--- src/shared/npic_pkg.sv ---
package npic_pkg;
    // source numbering: three timers, two dma channels, four external pins
    localparam int NSRC = 9;
    localparam logic [3:0] SRC_EXT0 = 4'h5;
    localparam logic [3:0] SRC_EXT1 = 4'h6;
    localparam logic [3:0] SRC_NMI = 4'h9;
    localparam int ADDR_W = 8;

    // register byte offsets; control register of source i sits at 4*i
    localparam logic [7:0] OFF_CTRL0 = 8'h00;
    localparam logic [7:0] OFF_MASK = 8'h24;
    localparam logic [7:0] OFF_INSERV = 8'h28;
    localparam logic [7:0] OFF_PEND = 8'h2C;
    localparam logic [7:0] OFF_EOI = 8'h30;
    localparam logic [7:0] OFF_RELOC = 8'h34;
    localparam logic [7:0] OFF_STAT = 8'h38;

    // field positions
    localparam int F_PRIO_LSB = 0;
    localparam int F_EN = 3;
    localparam int F_CASC = 5;
    localparam int F_EOI_NONSPEC = 15;
    localparam int F_RELOC_SLAVE = 14;
    localparam int F_STAT_SEL = 8;
    localparam int F_STAT_IRQ = 16;

    // values after reset
    localparam logic [2:0] RST_PRIO = 3'h7;
    localparam logic RST_EN = 1'b1;
    localparam logic [8:0] RST_MASK = 9'h1FF;
    localparam logic [31:0] RST_RELOC = 32'h0000_0000;

    // vectors: internal ones are base plus source number
    localparam logic [7:0] VEC_BASE = 8'h20;
    localparam logic [7:0] VEC_NMI = 8'h02;

    // each acknowledge cycle and the gap between them
    localparam int CLK_NS = 50;
    localparam int ACK_NS = 200;
    localparam int ACK_CYC = (ACK_NS + CLK_NS - 1) / CLK_NS;

    localparam logic [1:0] RESP_OKAY = 2'h0;
    localparam logic [1:0] RESP_SLVERR = 2'h2;

    typedef logic [2:0] npic_prio_t;

    typedef struct packed {
        logic en;
        logic [ADDR_W-1:0] addr;
        logic [31:0] data;
        logic [3:0] strb;
    } npic_wr_s;

    typedef enum {ST_IDLE, ST_REQ, ST_ACK1, ST_GAP, ST_ACK2} npic_state_e;
endpackage

--- src/hdl/npic_prio_pick.sv ---
`timescale 1ns/1ps
`default_nettype none
module npic_prio_pick import npic_pkg::*; #(
    parameter int N = 9
) (
    input wire logic [N-1:0] req,
    input wire npic_prio_t prio [N],
    output logic found,
    output logic [3:0] idx,
    output npic_prio_t level
);
    always_comb begin
        found = 1'b0;
        idx = 4'h0;
        level = 3'h7;
        for (int i = 0; i < N; i++) begin
            // strict compare keeps the lower source number on a tie
            if (req[i] && (!found || prio[i] < level)) begin
                found = 1'b1;
                idx = 4'(i);
                level = prio[i];
            end
        end
    end
endmodule // npic_prio_pick
`default_nettype wire

--- src/hdl/npic_axil_slave.sv ---
`timescale 1ns/1ps
`default_nettype none
module npic_axil_slave import npic_pkg::*; (
    input wire logic aclk,
    input wire logic aresetn,
    input wire logic [ADDR_W-1:0] awaddr,
    input wire logic awvalid,
    output logic awready,
    input wire logic [31:0] wdata,
    input wire logic [3:0] wstrb,
    input wire logic wvalid,
    output logic wready,
    output logic [1:0] bresp,
    output logic bvalid,
    input wire logic bready,
    input wire logic [ADDR_W-1:0] araddr,
    input wire logic arvalid,
    output logic arready,
    output logic [31:0] rdata,
    output logic [1:0] rresp,
    output logic rvalid,
    input wire logic rready,
    output npic_wr_s wr,
    output logic [ADDR_W-1:0] wr_addr,
    input wire logic wr_hit,
    output logic [ADDR_W-1:0] rd_addr,
    input wire logic [31:0] rd_data,
    input wire logic rd_hit
);
    npic_wr_s wr_d, wr_q;
    logic aw_rdy_d, aw_rdy_q, w_rdy_d, w_rdy_q, ar_rdy_d, ar_rdy_q;
    logic bvalid_d, bvalid_q, rvalid_d, rvalid_q;
    logic [1:0] bresp_d, bresp_q, rresp_d, rresp_q;
    logic [ADDR_W-1:0] aw_addr_d, aw_addr_q, ar_addr_d, ar_addr_q;
    logic [31:0] w_data_d, w_data_q, rdata_d, rdata_q;
    logic [3:0] w_strb_d, w_strb_q;

    always_comb begin
        aw_rdy_d = aw_rdy_q;
        w_rdy_d = w_rdy_q;
        ar_rdy_d = ar_rdy_q;
        bvalid_d = bvalid_q;
        rvalid_d = rvalid_q;
        bresp_d = bresp_q;
        rresp_d = rresp_q;
        aw_addr_d = aw_addr_q;
        ar_addr_d = ar_addr_q;
        w_data_d = w_data_q;
        w_strb_d = w_strb_q;
        rdata_d = rdata_q;
        wr_d = '0;
        if (aw_rdy_q && awvalid) begin
            aw_rdy_d = 1'b0;
            aw_addr_d = awaddr;
        end
        if (w_rdy_q && wvalid) begin
            w_rdy_d = 1'b0;
            w_data_d = wdata;
            w_strb_d = wstrb;
        end
        // address and data may arrive in either order
        if (!aw_rdy_q && !w_rdy_q && !bvalid_q) begin
            wr_d = '{en: wr_hit, addr: aw_addr_q, data: w_data_q,
                     strb: w_strb_q};
            bvalid_d = 1'b1;
            bresp_d = wr_hit ? RESP_OKAY : RESP_SLVERR;
            aw_rdy_d = 1'b1;
            w_rdy_d = 1'b1;
        end
        if (bvalid_q && bready) begin
            bvalid_d = 1'b0;
        end
        if (ar_rdy_q && arvalid) begin
            ar_rdy_d = 1'b0;
            ar_addr_d = araddr;
        end
        if (!ar_rdy_q && !rvalid_q) begin
            rvalid_d = 1'b1;
            rdata_d = rd_hit ? rd_data : 32'h0000_0000;
            rresp_d = rd_hit ? RESP_OKAY : RESP_SLVERR;
        end
        if (rvalid_q && rready) begin
            rvalid_d = 1'b0;
            ar_rdy_d = 1'b1;
        end
    end

    always_ff @(posedge aclk) begin
        if (!aresetn) begin
            aw_rdy_q <= 1'b1;
            w_rdy_q <= 1'b1;
            ar_rdy_q <= 1'b1;
            bvalid_q <= 1'b0;
            rvalid_q <= 1'b0;
            bresp_q <= RESP_OKAY;
            rresp_q <= RESP_OKAY;
            aw_addr_q <= '0;
            ar_addr_q <= '0;
            w_data_q <= 32'h0000_0000;
            w_strb_q <= 4'h0;
            rdata_q <= 32'h0000_0000;
            wr_q <= '0;
        end else begin
            aw_rdy_q <= aw_rdy_d;
            w_rdy_q <= w_rdy_d;
            ar_rdy_q <= ar_rdy_d;
            bvalid_q <= bvalid_d;
            rvalid_q <= rvalid_d;
            bresp_q <= bresp_d;
            rresp_q <= rresp_d;
            aw_addr_q <= aw_addr_d;
            ar_addr_q <= ar_addr_d;
            w_data_q <= w_data_d;
            w_strb_q <= w_strb_d;
            rdata_q <= rdata_d;
            wr_q <= wr_d;
        end
    end

    assign awready = aw_rdy_q;
    assign wready = w_rdy_q;
    assign arready = ar_rdy_q;
    assign bvalid = bvalid_q;
    assign bresp = bresp_q;
    assign rvalid = rvalid_q;
    assign rresp = rresp_q;
    assign rdata = rdata_q;
    assign wr = wr_q;
    assign wr_addr = aw_addr_q;
    assign rd_addr = ar_addr_q;
endmodule // npic_axil_slave
`default_nettype wire

--- src/hdl/npic_ctrl.sv ---
// The implementer's own choices: the AXI4-Lite slave port and the placing of the registers.
`timescale 1ns/1ps
`default_nettype none
module npic_ctrl import npic_pkg::*; (
    input wire logic aclk,
    input wire logic aresetn,
    input wire logic [ADDR_W-1:0] s_axi_awaddr,
    input wire logic s_axi_awvalid,
    output logic s_axi_awready,
    input wire logic [31:0] s_axi_wdata,
    input wire logic [3:0] s_axi_wstrb,
    input wire logic s_axi_wvalid,
    output logic s_axi_wready,
    output logic [1:0] s_axi_bresp,
    output logic s_axi_bvalid,
    input wire logic s_axi_bready,
    input wire logic [ADDR_W-1:0] s_axi_araddr,
    input wire logic s_axi_arvalid,
    output logic s_axi_arready,
    output logic [31:0] s_axi_rdata,
    output logic [1:0] s_axi_rresp,
    output logic s_axi_rvalid,
    input wire logic s_axi_rready,
    input wire logic [2:0] timer_req,
    input wire logic [1:0] dma_req,
    input wire logic nmi_pin,
    input wire logic [3:0] ext_pin,
    input wire logic [7:0] casc_vec_pin,
    input wire logic cpu_int_en,
    input wire logic cpu_ack,
    output logic cpu_irq,
    output logic [7:0] cpu_vector,
    output logic cpu_vec_valid,
    output logic [1:0] req_ack_cyc,
    output logic [1:0] req_ack_cyc_oe
);
    npic_wr_s wr;
    logic [ADDR_W-1:0] wr_addr, rd_addr;
    logic [31:0] rd_data;
    logic wr_hit, rd_hit;

    npic_prio_t prio_d [NSRC];
    npic_prio_t prio_q [NSRC];
    logic [NSRC-1:0] en_d, en_q, mask_d, mask_q;
    logic [NSRC-1:0] pend_d, pend_q, is_d, is_q;
    logic [1:0] casc_d, casc_q;
    logic [31:0] reloc_d, reloc_q;
    logic nmi_pend_d, nmi_pend_q;
    npic_state_e state_d, state_q;
    logic [3:0] sel_d, sel_q;
    logic [2:0] cnt_d, cnt_q;
    logic irq_d, irq_q, vvalid_d, vvalid_q;
    logic [7:0] vec_d, vec_q;
    logic [1:0] ack_d, ack_q, ack_oe_d, ack_oe_q;

    // pin synchronisers; stage 1 feeds stage 2 only
    logic [4:0] pin_s1_q, pin_s2_q, pin_s3_q;
    logic [7:0] vec_s1_q, vec_s2_q;

    logic slave_mode;
    logic [NSRC-1:0] raw_req, eligible, ext_ok;
    logic [4:0] pin_rise;
    logic win_found, is_found;
    logic [3:0] win_idx, is_idx;
    npic_prio_t is_lvl;
    logic [5:0] wr_idx, rd_idx;
    logic [31:0] bmask;
    logic [31:0] ctrl_new;
    logic lane;
    logic is_cascade_sel;

    npic_axil_slave u_bus (
        .aclk(aclk),
        .aresetn(aresetn),
        .awaddr(s_axi_awaddr),
        .awvalid(s_axi_awvalid),
        .awready(s_axi_awready),
        .wdata(s_axi_wdata),
        .wstrb(s_axi_wstrb),
        .wvalid(s_axi_wvalid),
        .wready(s_axi_wready),
        .bresp(s_axi_bresp),
        .bvalid(s_axi_bvalid),
        .bready(s_axi_bready),
        .araddr(s_axi_araddr),
        .arvalid(s_axi_arvalid),
        .arready(s_axi_arready),
        .rdata(s_axi_rdata),
        .rresp(s_axi_rresp),
        .rvalid(s_axi_rvalid),
        .rready(s_axi_rready),
        .wr(wr),
        .wr_addr(wr_addr),
        .wr_hit(wr_hit),
        .rd_addr(rd_addr),
        .rd_data(rd_data),
        .rd_hit(rd_hit)
    );

    assign slave_mode = reloc_q[F_RELOC_SLAVE];
    assign pin_rise = pin_s2_q & ~pin_s3_q;

    // in slave mode the external master owns the pins, so they are ignored;
    // a pin turned into an acknowledge line can raise no request
    assign ext_ok = {~casc_q[1], ~casc_q[0], 2'b11, 5'b0_0000}
                    & {NSRC{~slave_mode}};
    assign raw_req = {pin_rise[3:0], dma_req, timer_req} & en_q
                     & (ext_ok | {4'h0, 5'h1F});

    npic_prio_pick #(.N(NSRC)) u_is_pick (
        .req(is_q),
        .prio(prio_q),
        .found(is_found),
        .idx(is_idx),
        .level(is_lvl)
    );

    always_comb begin
        for (int i = 0; i < NSRC; i++) begin
            // strictly higher than every source in service
            eligible[i] = pend_q[i] && !mask_q[i] && !is_q[i]
                && (!is_found || prio_q[i] < is_lvl)
                && cpu_int_en;
        end
    end

    npic_prio_pick #(.N(NSRC)) u_win_pick (
        .req(eligible),
        .prio(prio_q),
        .found(win_found),
        .idx(win_idx),
        .level()
    );

    // write and read decoding
    assign wr_idx = wr_addr[7:2];
    assign rd_idx = rd_addr[7:2];
    assign wr_hit = (wr_idx < 6'(NSRC)) || wr_addr == OFF_MASK
                    || wr_addr == OFF_INSERV || wr_addr == OFF_PEND
                    || wr_addr == OFF_EOI || wr_addr == OFF_RELOC
                    || wr_addr == OFF_STAT;
    assign rd_hit = (rd_idx < 6'(NSRC)) || rd_addr == OFF_MASK
                    || rd_addr == OFF_INSERV || rd_addr == OFF_PEND
                    || rd_addr == OFF_EOI || rd_addr == OFF_RELOC
                    || rd_addr == OFF_STAT;

    always_comb begin
        rd_data = 32'h0000_0000;
        if (rd_idx < 6'(NSRC)) begin
            rd_data[F_PRIO_LSB +: 3] = prio_q[rd_idx[3:0]];
            rd_data[F_EN] = en_q[rd_idx[3:0]];
            if (rd_idx == 6'(SRC_EXT0)) begin
                rd_data[F_CASC] = casc_q[0];
            end
            if (rd_idx == 6'(SRC_EXT1)) begin
                rd_data[F_CASC] = casc_q[1];
            end
        end else begin
            case (rd_addr)
                OFF_MASK: rd_data[NSRC-1:0] = mask_q;
                OFF_INSERV: rd_data[NSRC-1:0] = is_q;
                OFF_PEND: rd_data[NSRC-1:0] = pend_q;
                OFF_RELOC: rd_data = reloc_q;
                OFF_STAT: begin
                    rd_data[7:0] = vec_q;
                    rd_data[F_STAT_SEL +: 4] = sel_q;
                    rd_data[F_STAT_IRQ] = irq_q;
                end
                default: rd_data = 32'h0000_0000;
            endcase
        end
    end

    always_comb begin
        for (int b = 0; b < 4; b++) begin
            bmask[8*b +: 8] = {8{wr.strb[b]}};
        end
    end

    assign is_cascade_sel = (sel_q == SRC_EXT0 && casc_q[0])
                            || (sel_q == SRC_EXT1 && casc_q[1]);
    assign lane = (sel_q == SRC_EXT1);

    always_comb begin
        prio_d = prio_q;
        en_d = en_q;
        mask_d = mask_q;
        casc_d = casc_q;
        reloc_d = reloc_q;
        is_d = is_q;
        state_d = state_q;
        sel_d = sel_q;
        cnt_d = cnt_q;
        irq_d = irq_q;
        vec_d = vec_q;
        vvalid_d = 1'b0;
        ctrl_new = 32'h0000_0000;

        // software side first, so a same-cycle set below wins
        if (wr.en && wr_idx < 6'(NSRC)) begin
            ctrl_new[F_PRIO_LSB +: 3] = prio_q[wr_idx[3:0]];
            ctrl_new[F_EN] = en_q[wr_idx[3:0]];
            ctrl_new = (ctrl_new & ~bmask) | (wr.data & bmask);
            prio_d[wr_idx[3:0]] = ctrl_new[F_PRIO_LSB +: 3];
            en_d[wr_idx[3:0]] = ctrl_new[F_EN];
            if (wr_idx == 6'(SRC_EXT0) && wr.strb[0]) begin
                casc_d[0] = wr.data[F_CASC];
            end
            if (wr_idx == 6'(SRC_EXT1) && wr.strb[0]) begin
                casc_d[1] = wr.data[F_CASC];
            end
        end
        if (wr.en && wr_addr == OFF_MASK) begin
            mask_d = (mask_q & ~bmask[NSRC-1:0])
                     | (wr.data[NSRC-1:0] & bmask[NSRC-1:0]);
        end
        if (wr.en && wr_addr == OFF_RELOC) begin
            reloc_d = (reloc_q & ~bmask) | (wr.data & bmask);
        end
        if (wr.en && wr_addr == OFF_EOI) begin
            if (wr.data[F_EOI_NONSPEC]) begin
                // non-specific end clears the highest source in service
                if (is_found) begin
                    is_d[is_idx] = 1'b0;
                end
            end else if (wr.data[3:0] < 4'(NSRC)) begin
                is_d[wr.data[3:0]] = 1'b0;
            end
        end

        // pending requests latch; acknowledge clears, a new one wins
        pend_d = pend_q;
        nmi_pend_d = nmi_pend_q;

        case (state_q)
            ST_IDLE: begin
                if (nmi_pend_q) begin
                    state_d = ST_REQ;
                    irq_d = 1'b1;
                    sel_d = SRC_NMI;
                end else if (win_found) begin
                    state_d = ST_REQ;
                    irq_d = 1'b1;
                    sel_d = win_idx;
                end
            end
            ST_REQ: begin
                if (cpu_ack) begin
                    irq_d = 1'b0;
                    state_d = ST_IDLE;
                    if (sel_q == SRC_NMI) begin
                        nmi_pend_d = 1'b0;
                        vec_d = VEC_NMI;
                        vvalid_d = 1'b1;
                    end else begin
                        pend_d[sel_q] = 1'b0;
                        is_d[sel_q] = 1'b1;
                        if (is_cascade_sel) begin
                            state_d = ST_ACK1;
                            cnt_d = 3'(ACK_CYC - 1);
                        end else begin
                            vec_d = VEC_BASE + {4'h0, sel_q};
                            vvalid_d = 1'b1;
                        end
                    end
                end else if (nmi_pend_q) begin
                    sel_d = SRC_NMI;
                end else if (win_found) begin
                    // a newly arrived higher request replaces the offer
                    sel_d = win_idx;
                end else begin
                    irq_d = 1'b0;
                    state_d = ST_IDLE;
                end
            end
            ST_ACK1: begin
                cnt_d = cnt_q - 3'h1;
                if (cnt_q == 3'h0) begin
                    state_d = ST_GAP;
                    cnt_d = 3'(ACK_CYC - 1);
                end
            end
            ST_GAP: begin
                cnt_d = cnt_q - 3'h1;
                if (cnt_q == 3'h0) begin
                    state_d = ST_ACK2;
                    cnt_d = 3'(ACK_CYC - 1);
                end
            end
            ST_ACK2: begin
                cnt_d = cnt_q - 3'h1;
                if (cnt_q == 3'h0) begin
                    // sampled at the end so the bus has settled
                    state_d = ST_IDLE;
                    vec_d = vec_s2_q;
                    vvalid_d = 1'b1;
                end
            end
            default: begin
                state_d = ST_IDLE;
                irq_d = 1'b0;
            end
        endcase

        pend_d = pend_d | raw_req;
        if (pin_rise[4]) begin
            nmi_pend_d = 1'b1;
        end

        ack_d = 2'b00;
        if (state_d == ST_ACK1 || state_d == ST_ACK2) begin
            ack_d = lane ? 2'b10 : 2'b01;
        end
        ack_oe_d = casc_d & {2{~reloc_d[F_RELOC_SLAVE]}};
    end

    always_ff @(posedge aclk) begin
        if (!aresetn) begin
            pin_s1_q <= 5'h00;
            pin_s2_q <= 5'h00;
            pin_s3_q <= 5'h00;
            vec_s1_q <= 8'h00;
            vec_s2_q <= 8'h00;
        end else begin
            pin_s1_q <= {nmi_pin, ext_pin};
            pin_s2_q <= pin_s1_q;
            pin_s3_q <= pin_s2_q;
            vec_s1_q <= casc_vec_pin;
            vec_s2_q <= vec_s1_q;
        end
    end

    always_ff @(posedge aclk) begin
        if (!aresetn) begin
            for (int i = 0; i < NSRC; i++) begin
                prio_q[i] <= RST_PRIO;
            end
            en_q <= {NSRC{RST_EN}};
            mask_q <= RST_MASK;
            casc_q <= 2'b00;
            reloc_q <= RST_RELOC;
            pend_q <= '0;
            is_q <= '0;
            nmi_pend_q <= 1'b0;
            state_q <= ST_IDLE;
            sel_q <= 4'h0;
            cnt_q <= 3'h0;
            irq_q <= 1'b0;
            vec_q <= 8'h00;
            vvalid_q <= 1'b0;
            ack_q <= 2'b00;
            ack_oe_q <= 2'b00;
        end else begin
            prio_q <= prio_d;
            en_q <= en_d;
            mask_q <= mask_d;
            casc_q <= casc_d;
            reloc_q <= reloc_d;
            pend_q <= pend_d;
            is_q <= is_d;
            nmi_pend_q <= nmi_pend_d;
            state_q <= state_d;
            sel_q <= sel_d;
            cnt_q <= cnt_d;
            irq_q <= irq_d;
            vec_q <= vec_d;
            vvalid_q <= vvalid_d;
            ack_q <= ack_d;
            ack_oe_q <= ack_oe_d;
        end
    end

    assign cpu_irq = irq_q;
    assign cpu_vector = vec_q;
    assign cpu_vec_valid = vvalid_q;
    assign req_ack_cyc = ack_q;
    assign req_ack_cyc_oe = ack_oe_q;
endmodule // npic_ctrl
`default_nettype wire

--- config.mk ---
export PLATFORM = sky130hd
export DESIGN_NAME = npic_ctrl
export DESIGN_NICKNAME = d
export VERILOG_FILES = /design/src/shared/npic_pkg.sv /design/src/hdl/npic_prio_pick.sv /design/src/hdl/npic_axil_slave.sv /design/src/hdl/npic_ctrl.sv
export SDC_FILE = /design/constraint.sdc
export NUM_CORES = 1
export LEC_CHECK = 0
export BUFFER_PORTS_ARGS = -buffer_cell sky130_fd_sc_hd__buf_2
export CORE_UTILIZATION = 45
export DETAILED_ROUTE_END_ITERATION = 10
export HOLD_SLACK_MARGIN = 0.15
export MAX_ROUTING_LAYER = met4
export PLACE_DENSITY_LB_ADDON = 0.2
export SKIP_CTS_REPAIR_TIMING = 1
export SLEW_MARGIN = 30
export SYNTH_ARGS = -nofsm -noshare
export SYNTH_HDL_FRONTEND = slang
export SYNTH_SLANG_ARGS = --single-unit
--- constraint.sdc ---
create_clock -name aclk -period 24 [get_ports aclk]
set_clock_uncertainty 0.05 [all_clocks]
set_input_delay 3.6 -clock aclk [delete_from_list [all_inputs] [get_ports aclk]]
set_output_delay 3.6 -clock aclk [all_outputs]
set_load 0.01 [all_outputs]
# --- Yosys cells after proc, flatten, opt, wreduce, memory -nomap -nowiden ---
# Index checks and enable logic that the tools add are counted.
totals:
  latchBits: 0
  romBits: 0
  wordCells: 467
  ram_bits: 0
  memories: 0
  regBits: 312
classes:
  multipliers: 0
  n_eq_ne: 34
  bitwise_logic: 32
  div: 0
  reduce_logical: 172
  muxes: 142
  order_cmp: 40
  n_addsub: 2
  shift: 0
op_table:
  columns: ["cell", "count"]
  rows:
  - ["$mux 32", 9]
  - ["$pmux 32 s5", 1]
  - ["$mux 3", 34]
  - ["$eq 8x6->1 const B", 12]
  - ["$mux 9", 10]
  - ["$lt 3x3->1", 25]
  - ["$logic_and 1x1->1", 73]
  - ["$and 9x9->9", 8]
  - ["$and 32x32->32", 2]
  - ["$eq 32x2->1 const B", 2]
  - ["$eq 32x3->1 const B", 2]
  - ["$mux 1", 45]
  - ["$pmux 9 s5", 1]
  - ["$logic_not 1->1", 40]
  - ["$logic_or 1x1->1", 39]
  - ["$not 9->9", 4]
  - ["$eq 32x1->1 const B", 1]
  - ["$eq 32x4->1 const B", 1]
  - ["$logic_not 32->1", 1]
  - ["$mux 8", 4]
  - ["$not 32->32", 1]
  - ["$or 32x32->32", 1]
  - ["$mux 15", 2]
  - ["$mux 4", 7]
  - ["44 further kinds", 97]

# --- Logic depth before layout (Yosys ltp) ---
depth:
  ltp_word: 77
  mapped_depth: 125

# --- Modules after synthesis ---
# A second synthesis with hierarchy kept.
hier_totals:
  hier_cells: 1736
  area_unflattened_um2: 15902.8
by_module_without_submodules:
  columns: ["module", "seq_area_each_um2", "area_per_inst_um2", "instances", "cells_each"]
  rows:
  - ["npic_ctrl", 3643.5, 8252.9, 1, 891]
  - ["npic_axil_slave", 2722.6, 5300.1, 1, 507]
  - ["npic_prio_pick", 0.0, 1174.9, 2, 169]

# --- Least setup slack after synthesis ---
# Ideal clock, no wire load.
synth_timing:
  path_type: "register to register"
  start: "register is_q[0]"
  end: "register sel_q[2]"
  path_buffers: 2
  required_ns: 23.855
  slack_ns: 3.194
  path_stages_with_launch: 119
  arrival_time_ns: 20.661
  setup_ns: 0.095
  cell_sequence: "dfxtp_1 -> buf_2 -> nor2b_1 -> ha_1 -> nand4bb_1 -> nand2b_1 -> nand2_1 -> mux2_2 -> ha_1 -> o22ai_1 -> nand2_1 -> o21a_1 -> mux2i_1 -> inv_1 -> ha_1 -> o31a_1 -> and2_1 -> a21oi_1 -> [... 83 more ...] -> a21oi_1 -> o21a_1 -> o21ai_0 -> a21o_1 -> mux2i_1 -> ha_1 -> a21oi_1 -> nor2_1 -> nor2_1 -> nand2_1 -> o211a_1 -> mux2_2 -> ha_1 -> o21ai_0 -> nand2b_1 -> a21boi_0 -> or3_1 -> a221oi_1"
synth_via:
  elab_chain_cells: 74
synth_rtl:
  columns: ["item", "line_no", "text"]
  rows:
  - ["start: declaration", "npic_ctrl.sv:45", "logic [NSRC-1:0] pend_d, pend_q, is_d, is_q;"]
  - ["start signal: assignment", "npic_ctrl.sv:360", "is_q <= is_d;"]
  - ["$mux 3 / $mux 1 (equally long branches)", "npic_prio_pick.sv:18", "if (req[i] && (!found || prio[i] < level)) begin"]
  - ["$lt 3x3->1 / $logic_not 1->1 (equally long branches)", "npic_prio_pick.sv:18", null]
  - ["$logic_or 1x1->1", "npic_prio_pick.sv:18", null]
  - ["$logic_and 1x1->1", "npic_prio_pick.sv:18", null]
  - ["$mux 3 / $mux 1 (equally long branches)", "npic_prio_pick.sv:18", null]
  - ["$lt 3x3->1 / $logic_not 1->1 (equally long branches)", "npic_prio_pick.sv:18", null]
  - ["$logic_or 1x1->1", "npic_prio_pick.sv:18", null]
  - ["$logic_and 1x1->1", "npic_prio_pick.sv:18", null]
  - ["[... 58 more ...]", null, null]
  - ["$lt 3x3->1 / $logic_not 1->1 (equally long branches)", "npic_prio_pick.sv:18", null]
  - ["$logic_or 1x1->1", "npic_prio_pick.sv:18", null]
  - ["$logic_and 1x1->1", "npic_prio_pick.sv:18", null]
  - ["$mux 4 / $mux 1 (equally long branches)", "npic_prio_pick.sv:18", null]
  - ["$mux 4 (*)", "npic_ctrl.sv:241, npic_ctrl.sv:268", null]
  - ["$mux 4 (*)", "npic_ctrl.sv:237", "if (nmi_pend_q) begin"]
  - ["$mux 4", "npic_ctrl.sv:248", "if (cpu_ack) begin"]
  - ["$pmux 4 s2 (*)", "npic_ctrl.sv:235", "case (state_q)"]
  - ["end signal: assignment", "npic_ctrl.sv:363", "sel_q <= sel_d;"]
  - ["end: declaration", "npic_ctrl.sv:50", "logic [3:0] sel_d, sel_q;"]
# Every way passes the cells marked *; elsewhere a longest branch is shown, timed or not. The select of a mux whose other input is x is not followed.
# A chain may end at the register's enable or synchronous reset.

# --- Worst setup path in the final report ---
# Same ends and word-level chain as after synthesis.

==> metrics.md <==
| Metric | Value |
|---|---|
| Multi-input gate area | `8092 um^2` |
| Sw frac | `22.68%` |
| I/O pins | `134` |
| Skew-Pair Late Insertion Delay | `0.59 ns` |
| Placer Congestion | `0.9921` |
| DP HPWL | `33540 um` |
| Max-Cap Viols | `0` |
| Die Y | `183.0 um` |
| Largest delay contributor family on the critical path | `compound AO/OA/AOI/OAI gates` |
| Flop2flop setup slack | `1.67 ns` |
| Worst r2r src | `is_q[0]` |
| WP data required | `24.44 ns` |
| Ys Warns | `0` |
| Post-synthesis sequential area ratio | `42.08%` |
| Vias | `13584` |
| H-tree levels | `1` |
| Total power | `1.115 mW` |
| Dpl cells | `2265` |
| Hold Violations, Final | `0` |
| Register-to-Register Path Depth | `113` |
| Critical Path Start Type | `flop` |
| Area Growth Syn to Fin | `14.98%` |
| Setup-failing EPs final | `0` |
| Setup crit end | `sel_q[2]` |
| Crit-path most repeated cell | `ha_1` |
| Post-Syn Area per Cell | `8.346 um^2` |
| WHS | `0.3856 ns` |
| Worst vdd ir | `74.46 uV` |
| Drt wl/cell | `19.51 um` |
| Synth Cell Area | `14750 um^2` |
| CP Capture Type | `flop` |
| Setup TNS Final | `0 ns` |
| Seq pwr share | `48.3%` |
| Gr usage total | `27.57%` |
| Buf/Inv on CP | `10` |
| Fillers | `3041` |
| Top_reg_cell synth | `dfxtp_1` |
| Via/cell ratio | `5.845` |
| RR Endpoint | `sel_q[2]` |
| Drt pass-1 iters | `6` |
| TritonCTS clock tree | `yes` |
| CTS root buffer | `clkbuf_16` |
| Worst Setup SP | `is_q[0]` |
| Leakage | `6.941 nW` |
| Vias in the first global route | `12701` |
| Largest cells by area after synthesis | `dfxtp_1 (42%), nand2_1 (6.7%), a21oi_1 (5.9%)` |
| Final period utilization | `93.04%` |
| FP Rows | `65` |
| Max stage delay cell, worst path | `a2111oi_1` |
| Int Power | `861.9 uW` |
| Outcome | `complete, no violations` |
| Cts bufs inserted | `30` |
| Pwr/cell area | `65.74 nW/um^2` |
| Net load switching power | `252.8 uW` |
| Cell depth of the worst setup path | `113` |
| Drt initial violations | `1291` |
| Place WS | `0.6055 ns` |
| Max Fclk | `44.78 MHz` |
| Register area | `6212 um^2` |
| Gate power share | `5.4%` |
| Post-layout min period | `22.33 ns` |
| Global-route wire length before repair | `70750 um` |
| Worst hold path class | `flop to flop` |
| Share of cells above drive strength 1 | `15.52%` |
| Core Area | `31880 um^2` |
| CTS clock-pin slew for the worst setup and hold paths | `0.06 ns` |
| WP data arrival | `22.77 ns` |
| Worst-margin pin slew | `0.9729 ns` |
| Die X | `183.0 um` |
| DRC Markers | `0` |
| Synth Register Bits | `310` |
| Slowest cell delay on critical path | `0.43 ns` |
| DP Area | `15760 um^2` |
| Top-area cell type share of the netlist area | `42.08%` |
| Post-synth cell types | `104` |
| Number of synthesized flops with an enable pin | `0` |
| Rel. slew slack | `33.28%` |
| Die area | `33500 um^2` |
| Post-synth ARST share | `0%` |
| Fin cells | `2324` |
| DRT Wirelength | `45350 um` |
| Crit Path Class | `flop to flop` |
| Cells after Synth | `1767` |
| Largest net degree at the start of global routing | `110` |
| Clock group share of total power | `46.4%` |
| Top cell type by total area after synthesis | `dfxtp_1` |
| Slew Limit Fails | `0` |
| Worst-case clock buffer depth | `3` |
| Initial Utilization | `46.26%` |
| Grt ovf | `0` |
| CP Max Fanout | `14` |
| Layout net count | `1973` |
| Post-route ant nets | `0` |
| PortBufs | `131` |
| Final instance area | `16960 um^2` |
| Initial antenna violation count | `1` |
| Final core utilization | `53.18%` |
| TritonCTS Sinks | `310` |
| Fin worst setup slack | `1.671 ns` |
cells in the mapped netlist (11+ instances only):
master / n
nand2b_1: 16
mux4_2: 16
dfxtp_1: 310
ha_1: 29
nand2_1: 265
inv_1: 48
o21a_1: 11
and2_1: 44
and3_1: 44
mux2i_1: 24
or2_2: 11
nor3_1: 25
nand3_1: 73
a211oi_1: 15
nor2b_1: 28
a22oi_1: 45
o21ai_0: 62
nor4_1: 22
clkbuf_1: 98
o211ai_1: 51
nor2_1: 139
a21oi_1: 173
o22ai_1: 14
cell usage in the layout, fill, tap and decap left out, drive strengths merged, types with 45 or more instances in the layout:
master	count
a21oi	174
a22oi	45
and2	45
buf	151
dfxtp	310
inv	48
nand2	265
nand3	73
nor2	139
o211ai	53
o21ai	66
power by group through the flow:
stage	clock network [mW]	logic (mW)	registers, mW
6_report	0.517	0.0596	0.538
5_1_grt	0.546	0.0659	0.539
3_3_place_gp	0	0.0576	0.549
2_1_floorplan	0	0.0394	0.545
3_5_place_dp	0	0.0583	0.549
4_1_cts	0.524	0.0586	0.538
cell families (layout without fill, tap and decap cells):
kind of cell / after synthesis / after routing / share of synthesized area [%]
buffers and inverters: 163 / 254 / 4.310
adders and majority gates: 31 / 31 / 2.596
muxes: 50 / 50 / 4.836
xor gates and xnor gates: 1 / 1 / 0.05940
and+or+nand+nor: 710 / 710 / 22.98
other: 1 / 32 / 0.02543
AOI/OAI and AO/OA: 501 / 501 / 23.10
DFF: 310 / 310 / 42.08
routing by layer:
layer / global-route usage (%) / up-vias / part of all wire (%) / wire [um]
met4: 7.967 / 0 / 2.8 / 1255
met1: 38.64 / 6385 / 47 / 21160
met2: 39.80 / 562 / 42 / 19260
met3: 5.679 / 90 / 8.1 / 3671
met5: - / - / 0 / 0
li1: - / 6547 / - / -
final cells by class:
type,instances,share of cell area [%]
antenna,1,0.01476
clock buffer,38,4.959
clock inverter,17,1.587
inverter,48,1.077
multi-input combinational,1324,47.72
sequential,310,36.64
tap,435,3.210
timing repair buffer,151,4.789
worst min-delay path by stage:
stage	startpoint	endpoint	cells after the start	slack (ns)
4_1_cts	vec_s1_q[3]	vec_s2_q[3]	1	0.39
6_report	vec_s1_q[3]	vec_s2_q[3]	1	0.39
3_5_place_dp	vec_s1_q[3]	vec_s2_q[3]	1	0.37
3_3_place_gp	vec_s1_q[2]	vec_s2_q[2]	1	0.37
2_1_floorplan	pin_s1_q[0]	pin_s2_q[0]	1	0.36
5_1_grt	pin_s1_q[4]	pin_s2_q[4]	1	0.40
Power figures use the tool's default switching activity.
